<file path="src/trp_regs.vh">
// Register map, field positions and reset values of the timer reload and test page block
`ifndef TRP_REGS_VH
`define TRP_REGS_VH

// Printed register indices; the APB byte address is four times the index
`define TRP_IDX_RELOAD_HI    6'h2c
`define TRP_IDX_RELOAD_LO    6'h2d
`define TRP_IDX_COUNT_HI     6'h2e
`define TRP_IDX_COUNT_LO     6'h2f
`define TRP_IDX_PAGE         6'h30
`define TRP_IDX_TEST_ONE     6'h31
`define TRP_IDX_TEST_TWO     6'h32
`define TRP_BYTE_LANE        2'h0

// Reset values
`define TRP_RST_BYTE         8'h00
`define TRP_RST_COUNT        16'h0000
`define TRP_RST_ADDR         6'h00

// Page register fields
`define TRP_PAGE_EN_BIT      7
`define TRP_PAGE_FLD_HI      1
`define TRP_PAGE_FLD_LO      0

// Test select one fields
`define TRP_SAM_SRC_HI       5
`define TRP_SAM_SRC_LO       4
`define TRP_CLK_PIN_BIT      3
`define TRP_BIT_SEL_HI       2
`define TRP_BIT_SEL_LO       0

// Secure-module clock source codes
`define TRP_SAM_OFF          2'h0
`define TRP_SAM_OSC          2'h1
`define TRP_SAM_UART         2'h2
`define TRP_SAM_RF           2'h3

// Test select two fields
`define TRP_FLIP_BIT         7
`define TRP_PRBS9_BIT        6
`define TRP_PRBS15_BIT       5
`define TRP_GROUP_HI         4
`define TRP_GROUP_LO         0

// Parallel port line that carries the secure-module clock
`define TRP_D1_LINE          1

// Pseudo-random generator shapes
`define TRP_PRBS9_LEN        9
`define TRP_PRBS9_TAP        5
`define TRP_PRBS15_LEN       15
`define TRP_PRBS15_TAP       14

`endif

</file>
<file path="src/trp_prbs.v">
// Pseudo-random bit generator, one instance per sequence length
`timescale 1ns/10ps
`default_nettype none

module trp_prbs #(
    parameter LEN = 9,
    parameter TAP = 5
) (
    input  wire clock,
    input  wire resetn,
    input  wire enable,
    input  wire advance,
    output wire bitOut
);

    reg [LEN-1:0] lfsr_q;

    // Restart from the all-ones seed whenever the mode is off, so every
    // run emits the sequence from its beginning
    always @(posedge clock) begin
        if (!resetn || !enable) begin
            lfsr_q <= {LEN{1'b1}};
        end else if (advance) begin
            lfsr_q <= {lfsr_q[LEN-2:0], lfsr_q[LEN-1] ^ lfsr_q[TAP-1]};
        end
    end

    assign bitOut = lfsr_q[LEN-1];

endmodule // trp_prbs

`default_nettype wire

</file>
<file path="src/trp_sync.v">
// Two-flop synchroniser for pin inputs
`timescale 1ns/10ps
`default_nettype none

module trp_sync #(
    parameter WIDTH = 1
) (
    input  wire             clock,
    input  wire             resetn,
    input  wire [WIDTH-1:0] asyncIn,
    output wire [WIDTH-1:0] syncOut
);

    reg [WIDTH-1:0] stage1_q;
    reg [WIDTH-1:0] stage2_q;

    // First stage is read only by the second stage
    always @(posedge clock) begin
        if (!resetn) begin
            stage1_q <= {WIDTH{1'b0}};
            stage2_q <= {WIDTH{1'b0}};
        end else begin
            stage1_q <= asyncIn;
            stage2_q <= stage1_q;
        end
    end

    assign syncOut = stage2_q;

endmodule // trp_sync

`default_nettype wire

</file>
<file path="src/trp_top.v">
// Timer reload/count, register page and test select registers on APB
//
// Functional notes
// - Reload value held in two byte registers
// - Start event copies reload into counter
// - Reload writes never disturb a running count
// - Current count readable as two bytes
// - Page enable drives address bits five, four
// - Low address bits from pins or latch
// - Page disabled: whole address from latch
// - Page field ignored unless page enabled
// - Secure clock source: off, osc, uart, rf
// - Clock-to-pin bit drives secure clock on D1
// - Bit select picks probe bit for signal output
// - Flip bit maps probe bus onto port lines
// - Bit six enables PRBS9 sequence mode
// - Bit five enables PRBS15 sequence mode
// - Sequence starts only on transmit command
// - Five-bit field selects observed probe group
// - Without auto reload, stop at zero, flag
//
// Added by the designer: register access over APB.
`timescale 1ns/10ps
`default_nettype none
`include "trp_regs.vh"

module trp_top (
    input  wire        clock,
    input  wire        resetn,
    // APB slave
    input  wire        psel,
    input  wire        penable,
    input  wire        pwrite,
    input  wire [7:0]  paddr,
    input  wire [31:0] pwdata,
    output wire [31:0] prdata,
    output wire        pready,
    output wire        pslverr,
    // Timer control from the surrounding timer unit
    input  wire        timerStart,
    input  wire        timerTick,
    input  wire        timerAutoReload,
    input  wire        timerIrqClear,
    output wire        timerIrqFlag,
    output wire        timerRunning,
    // Register address formation
    input  wire [5:0]  hostAddrPins,
    input  wire [5:0]  addrLatch,
    input  wire        useAddrPins,
    output wire [5:0]  regAddress,
    // Secure-module clock sources (pins, asynchronous)
    input  wire        oscClock,
    input  wire        uartClock,
    input  wire        rfClock,
    output wire        samClock,
    // Probe bus and its outputs
    input  wire [7:0]  probeBus,
    output wire [4:0]  probeGroupSelect,
    output wire        serialSignalOutput,
    output wire [6:0]  parPortOut,
    output wire [6:0]  parPortOe,
    // Transmitter pseudo-random sequence
    input  wire        txCommand,
    input  wire        txBitStrobe,
    output wire        prbsActive,
    output wire        prbsData
);

    // Software-visible registers
    reg [7:0]  reloadUpperByte_q;
    reg [7:0]  reloadLowerByte_q;
    reg [15:0] timerCount_q;
    reg        pageEnable_q;
    reg [1:0]  pageField_q;
    reg [7:0]  testSelOne_q;
    reg [7:0]  testSelTwo_q;

    // Timer state
    reg        timerRun_q;
    reg        timer_irq_flag_q;

    // APB answer registers
    reg [31:0] prdata_q;
    reg        pready_q;
    reg        pslverr_q;

    // Pin-facing and test outputs
    reg [5:0]  regAddress_q;
    reg        samClock_q;
    reg        serialOut_q;
    reg [6:0]  parPortOut_q;
    reg [6:0]  parPortOe_q;
    reg        prbsActive_q;
    reg        prbsData_q;

    // Decoded access
    reg [7:0]  readByte;
    reg        addrHit;

    wire [15:0] timerReloadValue;
    wire        apbAccess;
    wire        apbWrite;
    wire [5:0]  regIndex;
    wire        laneOk;
    wire [5:0]  syncAddrPins;
    wire [2:0]  syncClocks;
    wire        prbs9Enable;
    wire        prbs15Enable;
    wire        prbs9Bit;
    wire        prbs15Bit;
    wire [1:0]  samSource;
    wire [2:0]  probeBitSelect;
    wire        clockToPinEnable;
    wire        probePortFlip;
    wire        timerHitsZero;

    assign timerReloadValue = {reloadUpperByte_q, reloadLowerByte_q};
    assign regIndex         = paddr[7:2];
    assign laneOk           = (paddr[1:0] == `TRP_BYTE_LANE);
    assign apbAccess        = psel & penable & pready_q;
    assign apbWrite         = apbAccess & pwrite & addrHit;
    assign samSource        = testSelOne_q[`TRP_SAM_SRC_HI:`TRP_SAM_SRC_LO];
    assign probeBitSelect   = testSelOne_q[`TRP_BIT_SEL_HI:`TRP_BIT_SEL_LO];
    assign clockToPinEnable = testSelOne_q[`TRP_CLK_PIN_BIT];
    assign probePortFlip    = testSelTwo_q[`TRP_FLIP_BIT];
    assign prbs9Enable      = testSelTwo_q[`TRP_PRBS9_BIT];
    assign prbs15Enable     = testSelTwo_q[`TRP_PRBS15_BIT];
    assign timerHitsZero    = timerRun_q & timerTick &
                              (timerCount_q == 16'h0001);

    // Address pins come from outside the clock domain
    trp_sync #(
        .WIDTH (6)
    ) u_addr_sync (
        .clock   (clock),
        .resetn  (resetn),
        .asyncIn (hostAddrPins),
        .syncOut (syncAddrPins)
    );

    // Clock sources are sampled as levels; 200 MHz oversamples them
    trp_sync #(
        .WIDTH (3)
    ) u_clk_sync (
        .clock   (clock),
        .resetn  (resetn),
        .asyncIn ({rfClock, uartClock, oscClock}),
        .syncOut (syncClocks)
    );

    // Address decode and read mux; the page register's reserved bits
    // are never stored, so they read back as zero
    always @* begin
        addrHit  = laneOk;
        readByte = 8'h00;
        if (regIndex == `TRP_IDX_RELOAD_HI) begin
            readByte = reloadUpperByte_q;
        end else if (regIndex == `TRP_IDX_RELOAD_LO) begin
            readByte = reloadLowerByte_q;
        end else if (regIndex == `TRP_IDX_COUNT_HI) begin
            readByte = timerCount_q[15:8];
        end else if (regIndex == `TRP_IDX_COUNT_LO) begin
            readByte = timerCount_q[7:0];
        end else if (regIndex == `TRP_IDX_PAGE) begin
            readByte = {pageEnable_q, 5'h00, pageField_q};
        end else if (regIndex == `TRP_IDX_TEST_ONE) begin
            readByte = testSelOne_q;
        end else if (regIndex == `TRP_IDX_TEST_TWO) begin
            readByte = testSelTwo_q;
        end else begin
            addrHit = 1'b0;
        end
    end

    // One wait state: pready rises in the second access cycle, which
    // lets read data come from a flip-flop
    always @(posedge clock) begin
        if (!resetn) begin
            pready_q  <= 1'b0;
            pslverr_q <= 1'b0;
            prdata_q  <= 32'h00000000;
        end else if (psel && penable && !pready_q) begin
            pready_q  <= 1'b1;
            pslverr_q <= ~addrHit;
            prdata_q  <= (addrHit && !pwrite) ? {24'h000000, readByte}
                                               : 32'h00000000;
        end else begin
            pready_q  <= 1'b0;
            pslverr_q <= 1'b0;
        end
    end

    // Register writes; count registers are read-only and ignore writes
    always @(posedge clock) begin
        if (!resetn) begin
            reloadUpperByte_q <= `TRP_RST_BYTE;
            reloadLowerByte_q <= `TRP_RST_BYTE;
            pageEnable_q      <= 1'b0;
            pageField_q       <= 2'h0;
            testSelOne_q      <= `TRP_RST_BYTE;
            testSelTwo_q      <= `TRP_RST_BYTE;
        end else if (apbWrite) begin
            if (regIndex == `TRP_IDX_RELOAD_HI) begin
                reloadUpperByte_q <= pwdata[7:0];
            end else if (regIndex == `TRP_IDX_RELOAD_LO) begin
                reloadLowerByte_q <= pwdata[7:0];
            end else if (regIndex == `TRP_IDX_PAGE) begin
                pageEnable_q <= pwdata[`TRP_PAGE_EN_BIT];
                pageField_q  <= pwdata[`TRP_PAGE_FLD_HI:`TRP_PAGE_FLD_LO];
            end else if (regIndex == `TRP_IDX_TEST_ONE) begin
                testSelOne_q <= pwdata[7:0];
            end else if (regIndex == `TRP_IDX_TEST_TWO) begin
                testSelTwo_q <= pwdata[7:0];
            end
        end
    end

    // Timer counter: a start event loads the reload value; the reload
    // registers are read only here, so writes never touch a live count
    always @(posedge clock) begin
        if (!resetn) begin
            timerCount_q <= `TRP_RST_COUNT;
            timerRun_q   <= 1'b0;
        end else if (timerStart) begin
            timerCount_q <= timerReloadValue;
            timerRun_q   <= 1'b1;
        end else if (timerRun_q && timerTick) begin
            if (timerCount_q == 16'h0000) begin
                if (timerAutoReload) begin
                    timerCount_q <= timerReloadValue;
                end else begin
                    timerRun_q <= 1'b0;
                end
            end else begin
                timerCount_q <= timerCount_q - 16'h0001;
                if (timerCount_q == 16'h0001 && !timerAutoReload) begin
                    timerRun_q <= 1'b0;
                end
            end
        end
    end

    // Interrupt request flag: a zero hit in the clearing cycle wins
    always @(posedge clock) begin
        if (!resetn) begin
            timer_irq_flag_q <= 1'b0;
        end else if (timerHitsZero && !timerAutoReload) begin
            timer_irq_flag_q <= 1'b1;
        end else if (timerIrqClear) begin
            timer_irq_flag_q <= 1'b0;
        end
    end

    // Register address formation
    always @(posedge clock) begin
        if (!resetn) begin
            regAddress_q <= `TRP_RST_ADDR;
        end else if (pageEnable_q) begin
            regAddress_q[5:4] <= pageField_q;
            regAddress_q[3:0] <= useAddrPins ? syncAddrPins[3:0]
                                             : addrLatch[3:0];
        end else begin
            regAddress_q <= addrLatch;
        end
    end

    // Secure-module clock source mux
    always @(posedge clock) begin
        if (!resetn) begin
            samClock_q <= 1'b0;
        end else begin
            case (samSource)
                `TRP_SAM_OFF:  samClock_q <= 1'b0;
                `TRP_SAM_OSC:  samClock_q <= syncClocks[0];
                `TRP_SAM_UART: samClock_q <= syncClocks[1];
                default:       samClock_q <= syncClocks[2];
            endcase
        end
    end

    // Probe bit onto the serial signal output
    always @(posedge clock) begin
        if (!resetn) begin
            serialOut_q <= 1'b0;
        end else begin
            serialOut_q <= probeBus[probeBitSelect];
        end
    end

    // Parallel port: flip maps probe bits 0..6 to D4,D3,D2,D6,D5,D0,D1;
    // the secure clock on D1 overrides the probe bit there. The host must
    // keep the clock off D1 while the parallel bus is in use
    always @(posedge clock) begin
        if (!resetn) begin
            parPortOut_q <= 7'h00;
            parPortOe_q  <= 7'h00;
        end else begin
            if (probePortFlip) begin
                parPortOut_q <= {probeBus[3], probeBus[4], probeBus[0],
                                 probeBus[1], probeBus[2], probeBus[6],
                                 probeBus[5]};
                parPortOe_q  <= 7'h7f;
            end else begin
                parPortOut_q <= 7'h00;
                parPortOe_q  <= 7'h00;
            end
            if (clockToPinEnable) begin
                parPortOut_q[`TRP_D1_LINE] <= samClock_q;
                parPortOe_q[`TRP_D1_LINE]  <= 1'b1;
            end
        end
    end

    // Sequence generators, held at the seed until the mode is on
    trp_prbs #(
        .LEN (`TRP_PRBS9_LEN),
        .TAP (`TRP_PRBS9_TAP)
    ) u_prbs9 (
        .clock   (clock),
        .resetn  (resetn),
        .enable  (prbs9Enable),
        .advance (prbsActive_q & txBitStrobe),
        .bitOut  (prbs9Bit)
    );

    trp_prbs #(
        .LEN (`TRP_PRBS15_LEN),
        .TAP (`TRP_PRBS15_TAP)
    ) u_prbs15 (
        .clock   (clock),
        .resetn  (resetn),
        .enable  (prbs15Enable),
        .advance (prbsActive_q & txBitStrobe),
        .bitOut  (prbs15Bit)
    );

    // Sending begins only on the transmit command and ends with the mode;
    // the transmitter setup is the host's job beforehand
    always @(posedge clock) begin
        if (!resetn) begin
            prbsActive_q <= 1'b0;
            prbsData_q   <= 1'b0;
        end else begin
            if (!prbs9Enable && !prbs15Enable) begin
                prbsActive_q <= 1'b0;
            end else if (txCommand) begin
                prbsActive_q <= 1'b1;
            end
            prbsData_q <= prbs9Enable ? prbs9Bit : prbs15Bit;
        end
    end

    assign prdata             = prdata_q;
    assign pready             = pready_q;
    assign pslverr            = pslverr_q;
    assign timerIrqFlag       = timer_irq_flag_q;
    assign timerRunning       = timerRun_q;
    assign regAddress         = regAddress_q;
    assign samClock           = samClock_q;
    assign probeGroupSelect   = testSelTwo_q[`TRP_GROUP_HI:`TRP_GROUP_LO];
    assign serialSignalOutput = serialOut_q;
    assign parPortOut         = parPortOut_q;
    assign parPortOe          = parPortOe_q;
    assign prbsActive         = prbsActive_q;
    assign prbsData           = prbsData_q;

endmodule // trp_top

`default_nettype wire

</file>
<file path="config.mk">
export PLATFORM = sky130hd
export DESIGN_NAME = trp_top
export DESIGN_NICKNAME = d
export VERILOG_FILES = /design/src/trp_prbs.v /design/src/trp_sync.v /design/src/trp_top.v
export VERILOG_INCLUDE_DIRS = /design/src /design/src/src
export SDC_FILE = /design/constraint.sdc
export NUM_CORES = 1
export LEC_CHECK = 0
export CAP_MARGIN = 20
export CORE_ASPECT_RATIO = 0.6
export CORE_MARGIN = 10
export CORE_UTILIZATION = 53
export DETAILED_ROUTE_END_ITERATION = 8
export DONT_BUFFER_PORTS = 1
export GPL_TIMING_DRIVEN = 0
export PLACE_DENSITY = 0.74
export SLEW_MARGIN = 0
export SYNTH_ARGS = -nofsm -noshare
export SYNTH_HDL_FRONTEND = slang
export SYNTH_HIERARCHICAL = 1
export SYNTH_SLANG_ARGS = --single-unit
export TNS_END_PERCENT = 100
</file>
<file path="constraint.sdc">
create_clock -name clock -period 3.99 [get_ports clock]
set_clock_uncertainty 0.05 [all_clocks]
set_input_delay 0 -clock clock [delete_from_list [all_inputs] [get_ports clock]]
set_output_delay 0 -clock clock [all_outputs]
set_load 0.1 [all_outputs]
</file>
# After elaboration in Yosys (flattened, before gate mapping)
# Cells that the tools add are included.
[totals] input_bits=75 reg_bits=149 output_inout_bits=65 elab_cells=123
[op_classes] eq_ne=12 bitwise_logic=15 n_mux=37 n_addsub=1 reduce_logical=31 order_cmp=1
[ops] operator="16-bit 2-to-1 mux" n=4
[ops] operator="8-bit 2-to-1 mux" n=8
[ops] operator="6-bit == test (second input constant)" n=7
[ops] operator="1-bit 2-to-1 mux" n=19
[ops] operator="16-bit by 1-bit == test with 1-bit output (second input constant)" n=1
[ops] operator="16-bit logical NOT" n=1
[ops] operator="16-bit by 1-bit subtractor with 16-bit output (second input constant)" n=1
[ops] operator="2-bit AND reduction" n=4
[ops] operator="1-bit bitwise AND" n=7
[ops] operator="1-bit logical AND" n=7
[ops] operator="7-bit 2-to-1 mux" n=1
[ops] operator="1-bit logical NOT" n=6
[ops] operator="6-bit 2-to-1 mux" n=1
[ops] operator="3-bit inequality test (second input constant)" n=2
[ops] operator="1-bit NOT" n=6
[ops] operator="3-bit AND reduction" n=2
[ops] operator="6-bit AND reduction" n=1
[ops] operator="5-bit AND reduction" n=1
[ops] operator="2-bit logical NOT" n=2
[ops] operator="3-bit by 4-bit < comparator with 1-bit output (second input constant)" n=1
[ops] operator="4-bit 2-to-1 mux" n=1
[ops] operator="4-bit AND reduction" n=1
[ops] operator="2-bit nonzero test" n=2
[ops] operator="1-bit binary-select mux with 3-bit select" n=1
[ops] operator="8 further kinds" n=10

# Longest topological paths before layout
# Gate-level depths: netlist of run 1.
[logic_depth] ltp_word=10 depth_mapped=8 depth_no_buf=7

# By module
# Netlist of run 1, hierarchy kept.
[modules_own_cells] module="trp_top" seq_area_each_um2=1641.6 area_each_um2=4206.5 instances=1 cells_per_inst=484
[modules_own_cells] module="trp_prbs (u_prbs15)" seq_area_each_um2=300.3 area_each_um2=574.3 instances=1 cells_per_inst=51
[modules_own_cells] module="trp_prbs (u_prbs9)" seq_area_each_um2=180.2 area_each_um2=346.6 instances=1 cells_per_inst=31
[modules_own_cells] module="trp_sync (u_addr_sync)" seq_area_each_um2=240.2 area_each_um2=336.6 instances=1 cells_per_inst=25
[modules_own_cells] module="trp_sync (u_clk_sync)" seq_area_each_um2=120.1 area_each_um2=157.7 instances=1 cells_per_inst=12

# Least setup slack after synthesis of run 1
# OpenSTA, ideal clock, no wires.
[synth_timing] kind="reg-to-reg" from="register pready_q, in the netlist pready" to="register reloadLowerByte_q[7]" setup_slack_ps=1475 arrival_ps=2337 setup_time_ps=128 period_less_slack_ps=2515 required_ps=3812 path_stages_with_launch=6 n_path_buf=0 cell_sequence="dfxtp_1 -> nand4_1 -> or3_1 -> nor3_2 -> mux2i_1 -> nor2_1"
[synth_via] elab_chain_len=4
[synth_lines] element="start: declaration" line_no="trp_top.v:84" rtl="reg pready_q;"
[synth_lines] element="start signal: assignment" line_no="trp_top.v:179" rtl="pready_q <= 1'b0;"
[synth_lines] element="start signal: assignment" line_no="trp_top.v:183" rtl="pready_q <= 1'b1;"
[synth_lines] element="start signal: assignment" line_no="trp_top.v:188" rtl="pready_q <= 1'b0;"
[synth_lines] element="1-bit bitwise AND" line_no="trp_top.v:120" rtl="assign apbAccess = psel & penable & pready_q;"
[synth_lines] element="1-bit bitwise AND (2 in series)" line_no="trp_top.v:121" rtl="assign apbWrite = apbAccess & pwrite & addrHit;"
[synth_lines] element="3-bit AND reduction (no line)"
[synth_lines] element="end signal: assignment" line_no="trp_top.v:197" rtl="reloadLowerByte_q <= `TRP_RST_BYTE;"
[synth_lines] element="end signal: assignment" line_no="trp_top.v:206" rtl="reloadLowerByte_q <= pwdata[7:0];"
[synth_lines] element="end: declaration" line_no="trp_top.v:71" rtl="reg [7:0] reloadLowerByte_q;"
# No other way between the ends.
# A chain may end at the register's enable or synchronous reset.

# Worst setup path in the final report of run 1
[layout_timing] from="register pready_q, in the netlist pready" to="register reloadLowerByte_q[5]"
# Same word-level chain as after synthesis.

==> flow_summary_export.csv, run 1 <==
group,metric,value,unit
placement,place_congestion,0.966,
run_status,status,"completed",
global_routing,grt_pass1_wl,26600,um
cts,cts.path.max_buffers,2,
sta,tns,0,ns
floorplan,dieArea,0.0150,mm^2
sta,finalCritPeriodShare,0.773,
setup_path,r2r_cells,5,
placement,port_buffers,0,
placement,place_hpwl,12800,um
job,maxCapViolCount,0,
worst_hold_path,min_path_type,"primary input to flop",
sta,final_max_slew_viol_count,0,
global_routing,grt_usage,0.228,
cts,tritoncts,"done",
cts,cts_sinks,120,
sta,max_freq,0.324,GHz
layout,nets,764,
setup_path,critPathRequiredTime,4.22,ns
setup_path,worstSetupPathType,"flop to flop",
setup_path,cp-end-kind,"flop",
cts,numCtsBuffers,17,
setup_path,r2r_end,"reloadLowerByte_q[5]",
setup_path,reg2reg_from,"pready",
detailed_routing,avgViaCountPerCell,5.86,
global_routing,gr-total-overflow,0,
floorplan,rows,28,
floorplan,pin_count,140,
synthesis,syn_area,0.00551,mm^2
setup_path,worstSetupStartpointType,"flop",
global_routing,grt_max_degree,17,
detailed_routing,drt-initial-drc-count,535,
global_routing,grt_pass1_vias,4663,
floorplan,coreArea,0.00998,mm^2
detailed_routing,wl_per_cell,20.9,um
detailed_routing,ant_nets,0,
synthesis,yosysWarnings,6,
layout,final_util,0.683,
floorplan,start_util,0.552,
setup_path,crit_arrival,3.32,ns
power,peakVddDrop,0.000344,V
sta,slew_headroom,0.256,
synthesis,netlist_instances,595,
worst_hold_path,hp-start,"timerTick",
floorplan,die_w,152,um
sta,tightest_slew,1.11,ns
worst_hold_path,min_to,"timerCount_q[7]",
layout,final_common_cell,"dfxtp_1",
setup_path,crit_fanout,8,
synthesis,synth.avg_cell_area,9.27,um^2
global_routing,antenna_found_initial,3,
layout,area_growth,23.8,%
cts,htree_levels,4,
setup_path,reg2reg_slack,0.90,ns
sta,period_minus_slack,3.09,ns
sta,finalHoldViolCount,0,
cts,clkSlewWorstSetupHoldPaths,0.06,ns
cts,clock_latency,0.42,ns
layout,drive_above_1_share,0.136,
sta,rsz0062_at_grt,"false",
layout,final_cell_mix,"dfxtp_1, mux2i_1, nor2_1",
cts,clockRootBuffer,"clkbuf_16",
floorplan,die_h,99,um
detailed_routing,drtPass1Iterations,5,
detailed_routing,drt-total-wl,17500,um
sta,final-setup-viol-count,0,
power,leakage,2.60,nW
worst_hold_path,whs_path_depth,4,
detailed_routing,drc,0,
detailed_routing,vias,4889,
power,powerDensity,575,mW/mm^2
-- per-layer routing --
| layer | global-route usage | vias up | routed length [um] |
|---|---|---|---|
| met5 | 0 | - | 21 |
| met4 | 0.0664 | 4 | 310 |
| met3 | 0.117 | 37 | 2740 |
| met2 | 0.309 | 303 | 6920 |
| met1 | 0.308 | 2297 | 7460 |
| li1 | - | 2248 | - |
-- critical path: stages, from the launching register on --
cell and delay, ns:
dfxtp_1 0.98, nand4_1 0.24, or3_1 0.42, nor3_2 0.91
mux2i_1 0.29, nor2_1 0.05
-- cell type report --
type	instances	area [um^2]
Multi-Input combinational cell	423	2720
Buffer	66	445
Clock buffer	18	439
Sequential cell	120	2400
Fill cell	774	3160
Inverter	9	33.8
Antenna cell	1	2.50
Tap cell	135	169
Clock inverter	14	124
Timing Repair Buffer	49	490
-- sequential cells by signal (all words and copies together) (netlist names), 2 cells and up --
register and cells:
u_addr_sync/syncOut 4, reloadUpperByte_q 8, testSelTwo_q 8, reloadLowerByte_q 8, u_clk_sync/stage1_q 3, u_addr_sync/stage1_q 4, testSelOne_q 8, timerCount_q 16
u_clk_sync/syncOut 3, u_prbs15/lfsr_q 15, regAddress 6, prdata 8, parPortOe 2, pageField_q 2, u_prbs9/lfsr_q 9, parPortOut 7
-- per-stage QoR --
step                      area (um^2)  total power [mW]  setup WS (ns)  hold WS [ns]  std cells
after global placement           5770              2.40           1.04        0.0773        753
after CTS                        6820              3.89          0.952       0.00400        834
after global routing             6820              4.08          0.777        0.0748        835
after detailed placement         5770              2.40          0.979        0.0770        753
after floorplan                  5600              2.17           1.48        0.0717        618
final                            6820              3.93          0.905        0.0284        835
-- power by group --
part	internal, mW	leakage (nW)	total, mW	switching, mW
Clock	0.873	0.269	1.45	0.579
Combinational	0.416	1.36	1.09	0.675
Sequential	1.25	0.974	1.38	0.127
-- worst max-delay path by stage --
stage	from	slack, ns	cells after the start	to
after global placement	pready	1.04	5	reloadLowerByte_q[0]
final	pready	0.90	5	reloadLowerByte_q[5]
after global routing	timerCount_q[0]	0.78	9	timerCount_q[0]
after floorplan	pready	1.48	5	reloadLowerByte_q[7]
after detailed placement	pready	0.98	5	reloadLowerByte_q[0]
after CTS	pready	0.95	5	reloadLowerByte_q[0]
-- repair_timing --
item	in CTS	in global routing
hold buffers	49	0
hold endpoints to repair	97	0
buffers inserted	0	0
resized for setup	0	0
Note: power is estimated with default switching activity, not from simulation.
==> run 2, diff against run 1 <==
==> constraint.sdc (replaced) <==
create_clock -name clock -period 3 [get_ports clock]
set_clock_uncertainty 0.05 [all_clocks]
set_input_delay 0 -clock clock [delete_from_list [all_inputs] [get_ports clock]]
set_output_delay 0 -clock clock [all_outputs]
set_load 0.1 [all_outputs]
==> run 2 against run 1 <==
  * Clock power increased by 34%
  * Utilization increased by 0.075 points
  * Non-clock buffer count unchanged
  * Fmax increased by 16%
  * Die area unchanged
  * Worst hold slack improved by 0.036 ns
  * Register-to-register slack got worse by 0.57 ns
  * Via count increased by 0.43%
  * Sequential share of layout area about the same
  * Largest cell class unchanged
==> flow_summary_export.csv, run 2 (synthesis results as in run 1) <==
group,metric,value,unit
layout,diodes,0,
placement,post-place-cells,753,
detailed_routing,drt-total-wl,17800,um
worst_hold_path,min_path_type,"primary input to flop",
layout,drive_above_1_share,0.139,
setup_path,reg2reg_slack,0.34,ns
power,powerDensity,765,mW/mm^2
detailed_routing,drt-initial-drc-count,564,
setup_path,worst-path-stages,8,
sta,final-setup-viol-count,0,
layout,reg_top3,"timerCount_q (16), u_prbs15/lfsr_q (15), u_prbs9/lfsr_q (9)",
detailed_routing,top_layer,"met5",
power,leakage,2.61,nW
global_routing,grt_pass1_wl,27000,um
placement,place_area,0.00577,mm^2
detailed_routing,wl_met3,2810,um
power,peakVddDrop,0.000460,V
placement,place_congestion,0.966,
detailed_routing,drt-met1-wl,7560,um
setup_path,cp-end-kind,"flop",
cts,clock_latency,0.42,ns
detailed_routing,drtPass1Iterations,6,
layout,nets,764,
run_status,status,"completed",
setup_path,crit_arrival,2.89,ns
cts,cts_sinks,120,
floorplan,coreArea,0.00998,mm^2
detailed_routing,wl_per_cell,21.3,um
setup_path,crit_slowest_cell,"or3b_2",
job,maxCapViolCount,0,
floorplan,dieArea,0.0150,mm^2
setup_path,crit_fanout,10,
setup_path,cp_top_family,"simple AND/OR/NAND/NOR gates",
detailed_routing,drc,0,
global_routing,grt_usage,0.231,
floorplan,start_util,0.552,
setup_path,crit_chain,"inv_1 -> ha_1 -> or3b_2 -> nor4_4 -> a31oi_1 -> clkbuf_1 -> o311ai_0 -> o21ai_0",
cts,cts.path.max_buffers,2,
worst_hold_path,hp-start,"psel",
setup_path,r2r_cells,8,
setup_path,worstSetupPathType,"flop to flop",
detailed_routing,avgViaCountPerCell,5.89,
cts,tritoncts,"done",
global_routing,gr-total-overflow,0,
layout,final_util,0.684,
detailed_routing,ant_nets,0,
layout,area_growth,23.9,%
setup_path,worstSetupStartpointType,"flop",
sta,fin_hold_ws,0.0646,ns
layout,final_cell_mix,"dfxtp_1, mux2i_1, nor2_1",
floorplan,pin_count,140,
setup_path,cp_num_buf_inv,2,
layout,finalNonFillerCells,834,
sta,max_freq,0.376,GHz
floorplan,die_h,99,um
floorplan,die_w,152,um
global_routing,grt_pass1_vias,4698,
global_routing,antenna_found_initial,2,
power,totalPowerFinal,5.23,mW
cts,numCtsBuffers,17,
layout,final_common_cell,"dfxtp_1",
cts,htree_levels,4,
sta,finalCritPeriodShare,0.887,
cts,clkSlewWorstSetupHoldPaths,0.06,ns
layout,largest_reg_flops,16,
layout,final_cell_area,0.00683,mm^2
setup_path,critPathCapture,"timerCount_q[11]",
setup_path,startpoint,"timerCount_q[0]",
sta,final_max_slew_viol_count,0,
cts,clockRootBuffer,"clkbuf_16",
setup_path,reg2reg_from,"timerCount_q[0]",
sta,finalHoldViolCount,0,
placement,place_hpwl,12800,um
sta,slew_headroom,0.238,
global_routing,grt_max_degree,17,
setup_path,critPathRequiredTime,3.23,ns
detailed_routing,met2WireLength,7110,um
layout,top_register,"timerCount_q",
sta,period_minus_slack,2.66,ns
floorplan,rows,28,
setup_path,max_stage_delay,0.50,ns
sta,rsz0062_at_grt,"false",
placement,port_buffers,0,
sta,tightest_slew,1.14,ns
setup_path,r2r_end,"timerCount_q[11]",
detailed_routing,vias,4910,
[run 2: changes by cell type in the layout (fill, tap and decap cells not counted)]
cell,delta
dfxtp_2,+1
nor2_2,+1
nor3_4,+1
diode_2,-1
nor2_1,-1
dfxtp_1,-1
nor3_2,-1
[run 2: layout make-up]
type | instances | area (um^2)
timing repair buffer | 49 | 490
multi-input combinational | 423 | 2730
inverter | 9 | 33.8
tap | 135 | 169
sequential | 120 | 2400
clock buffer | 18 | 439
clock inverter | 14 | 124
fill | 766 | 3150
buffer | 66 | 445
[run 2: worst min-delay path by stage]
stage	slack [ns]	cells past startpoint	end
after floorplan	0.07	1	u_clk_sync/stage1_q[0]
after global placement	0.08	1	u_clk_sync/stage1_q[2]
after detailed placement	0.08	1	u_clk_sync/stage1_q[1]
after CTS	0.02	3	timerCount_q[0]
after global routing	0.08	3	timerCount_q[0]
final	0.06	2	pready
[run 2: repair_timing]
item | 4_1_cts | 5_1_grt
buffers inserted | 0 | 0
setup endpoints to repair | 8 | 27
hold buffers | 49 | 0
gates cloned | 0 | 0
resized for setup | 1 | 2
hold endpoints to repair | 97 | 0
[run 2: report_power, final]
part	switching, mW	internal (mW)	leakage (nW)
sequential	0.169	1.67	0.974
clock	0.777	1.16	0.269
combinational	0.901	0.549	1.37
[run 2: metrics by stage]
step | TNS, ns | setup slack [ns]
floorplan | 0 | 0.485
CTS | 0 | 0.0163
finish | 0 | 0.339
global placement | 0 | 0.0500
global route | 0 | 0.121
detailed placement | -0.0129 | -0.0108
[run 2: per-layer routing]
metal | GRT usage | up-vias
li1 | - | 2243
met1 | 0.312 | 2340
met2 | 0.312 | 295
met3 | 0.121 | 28
met4 | 0.0657 | 4
met5 | 0 | -
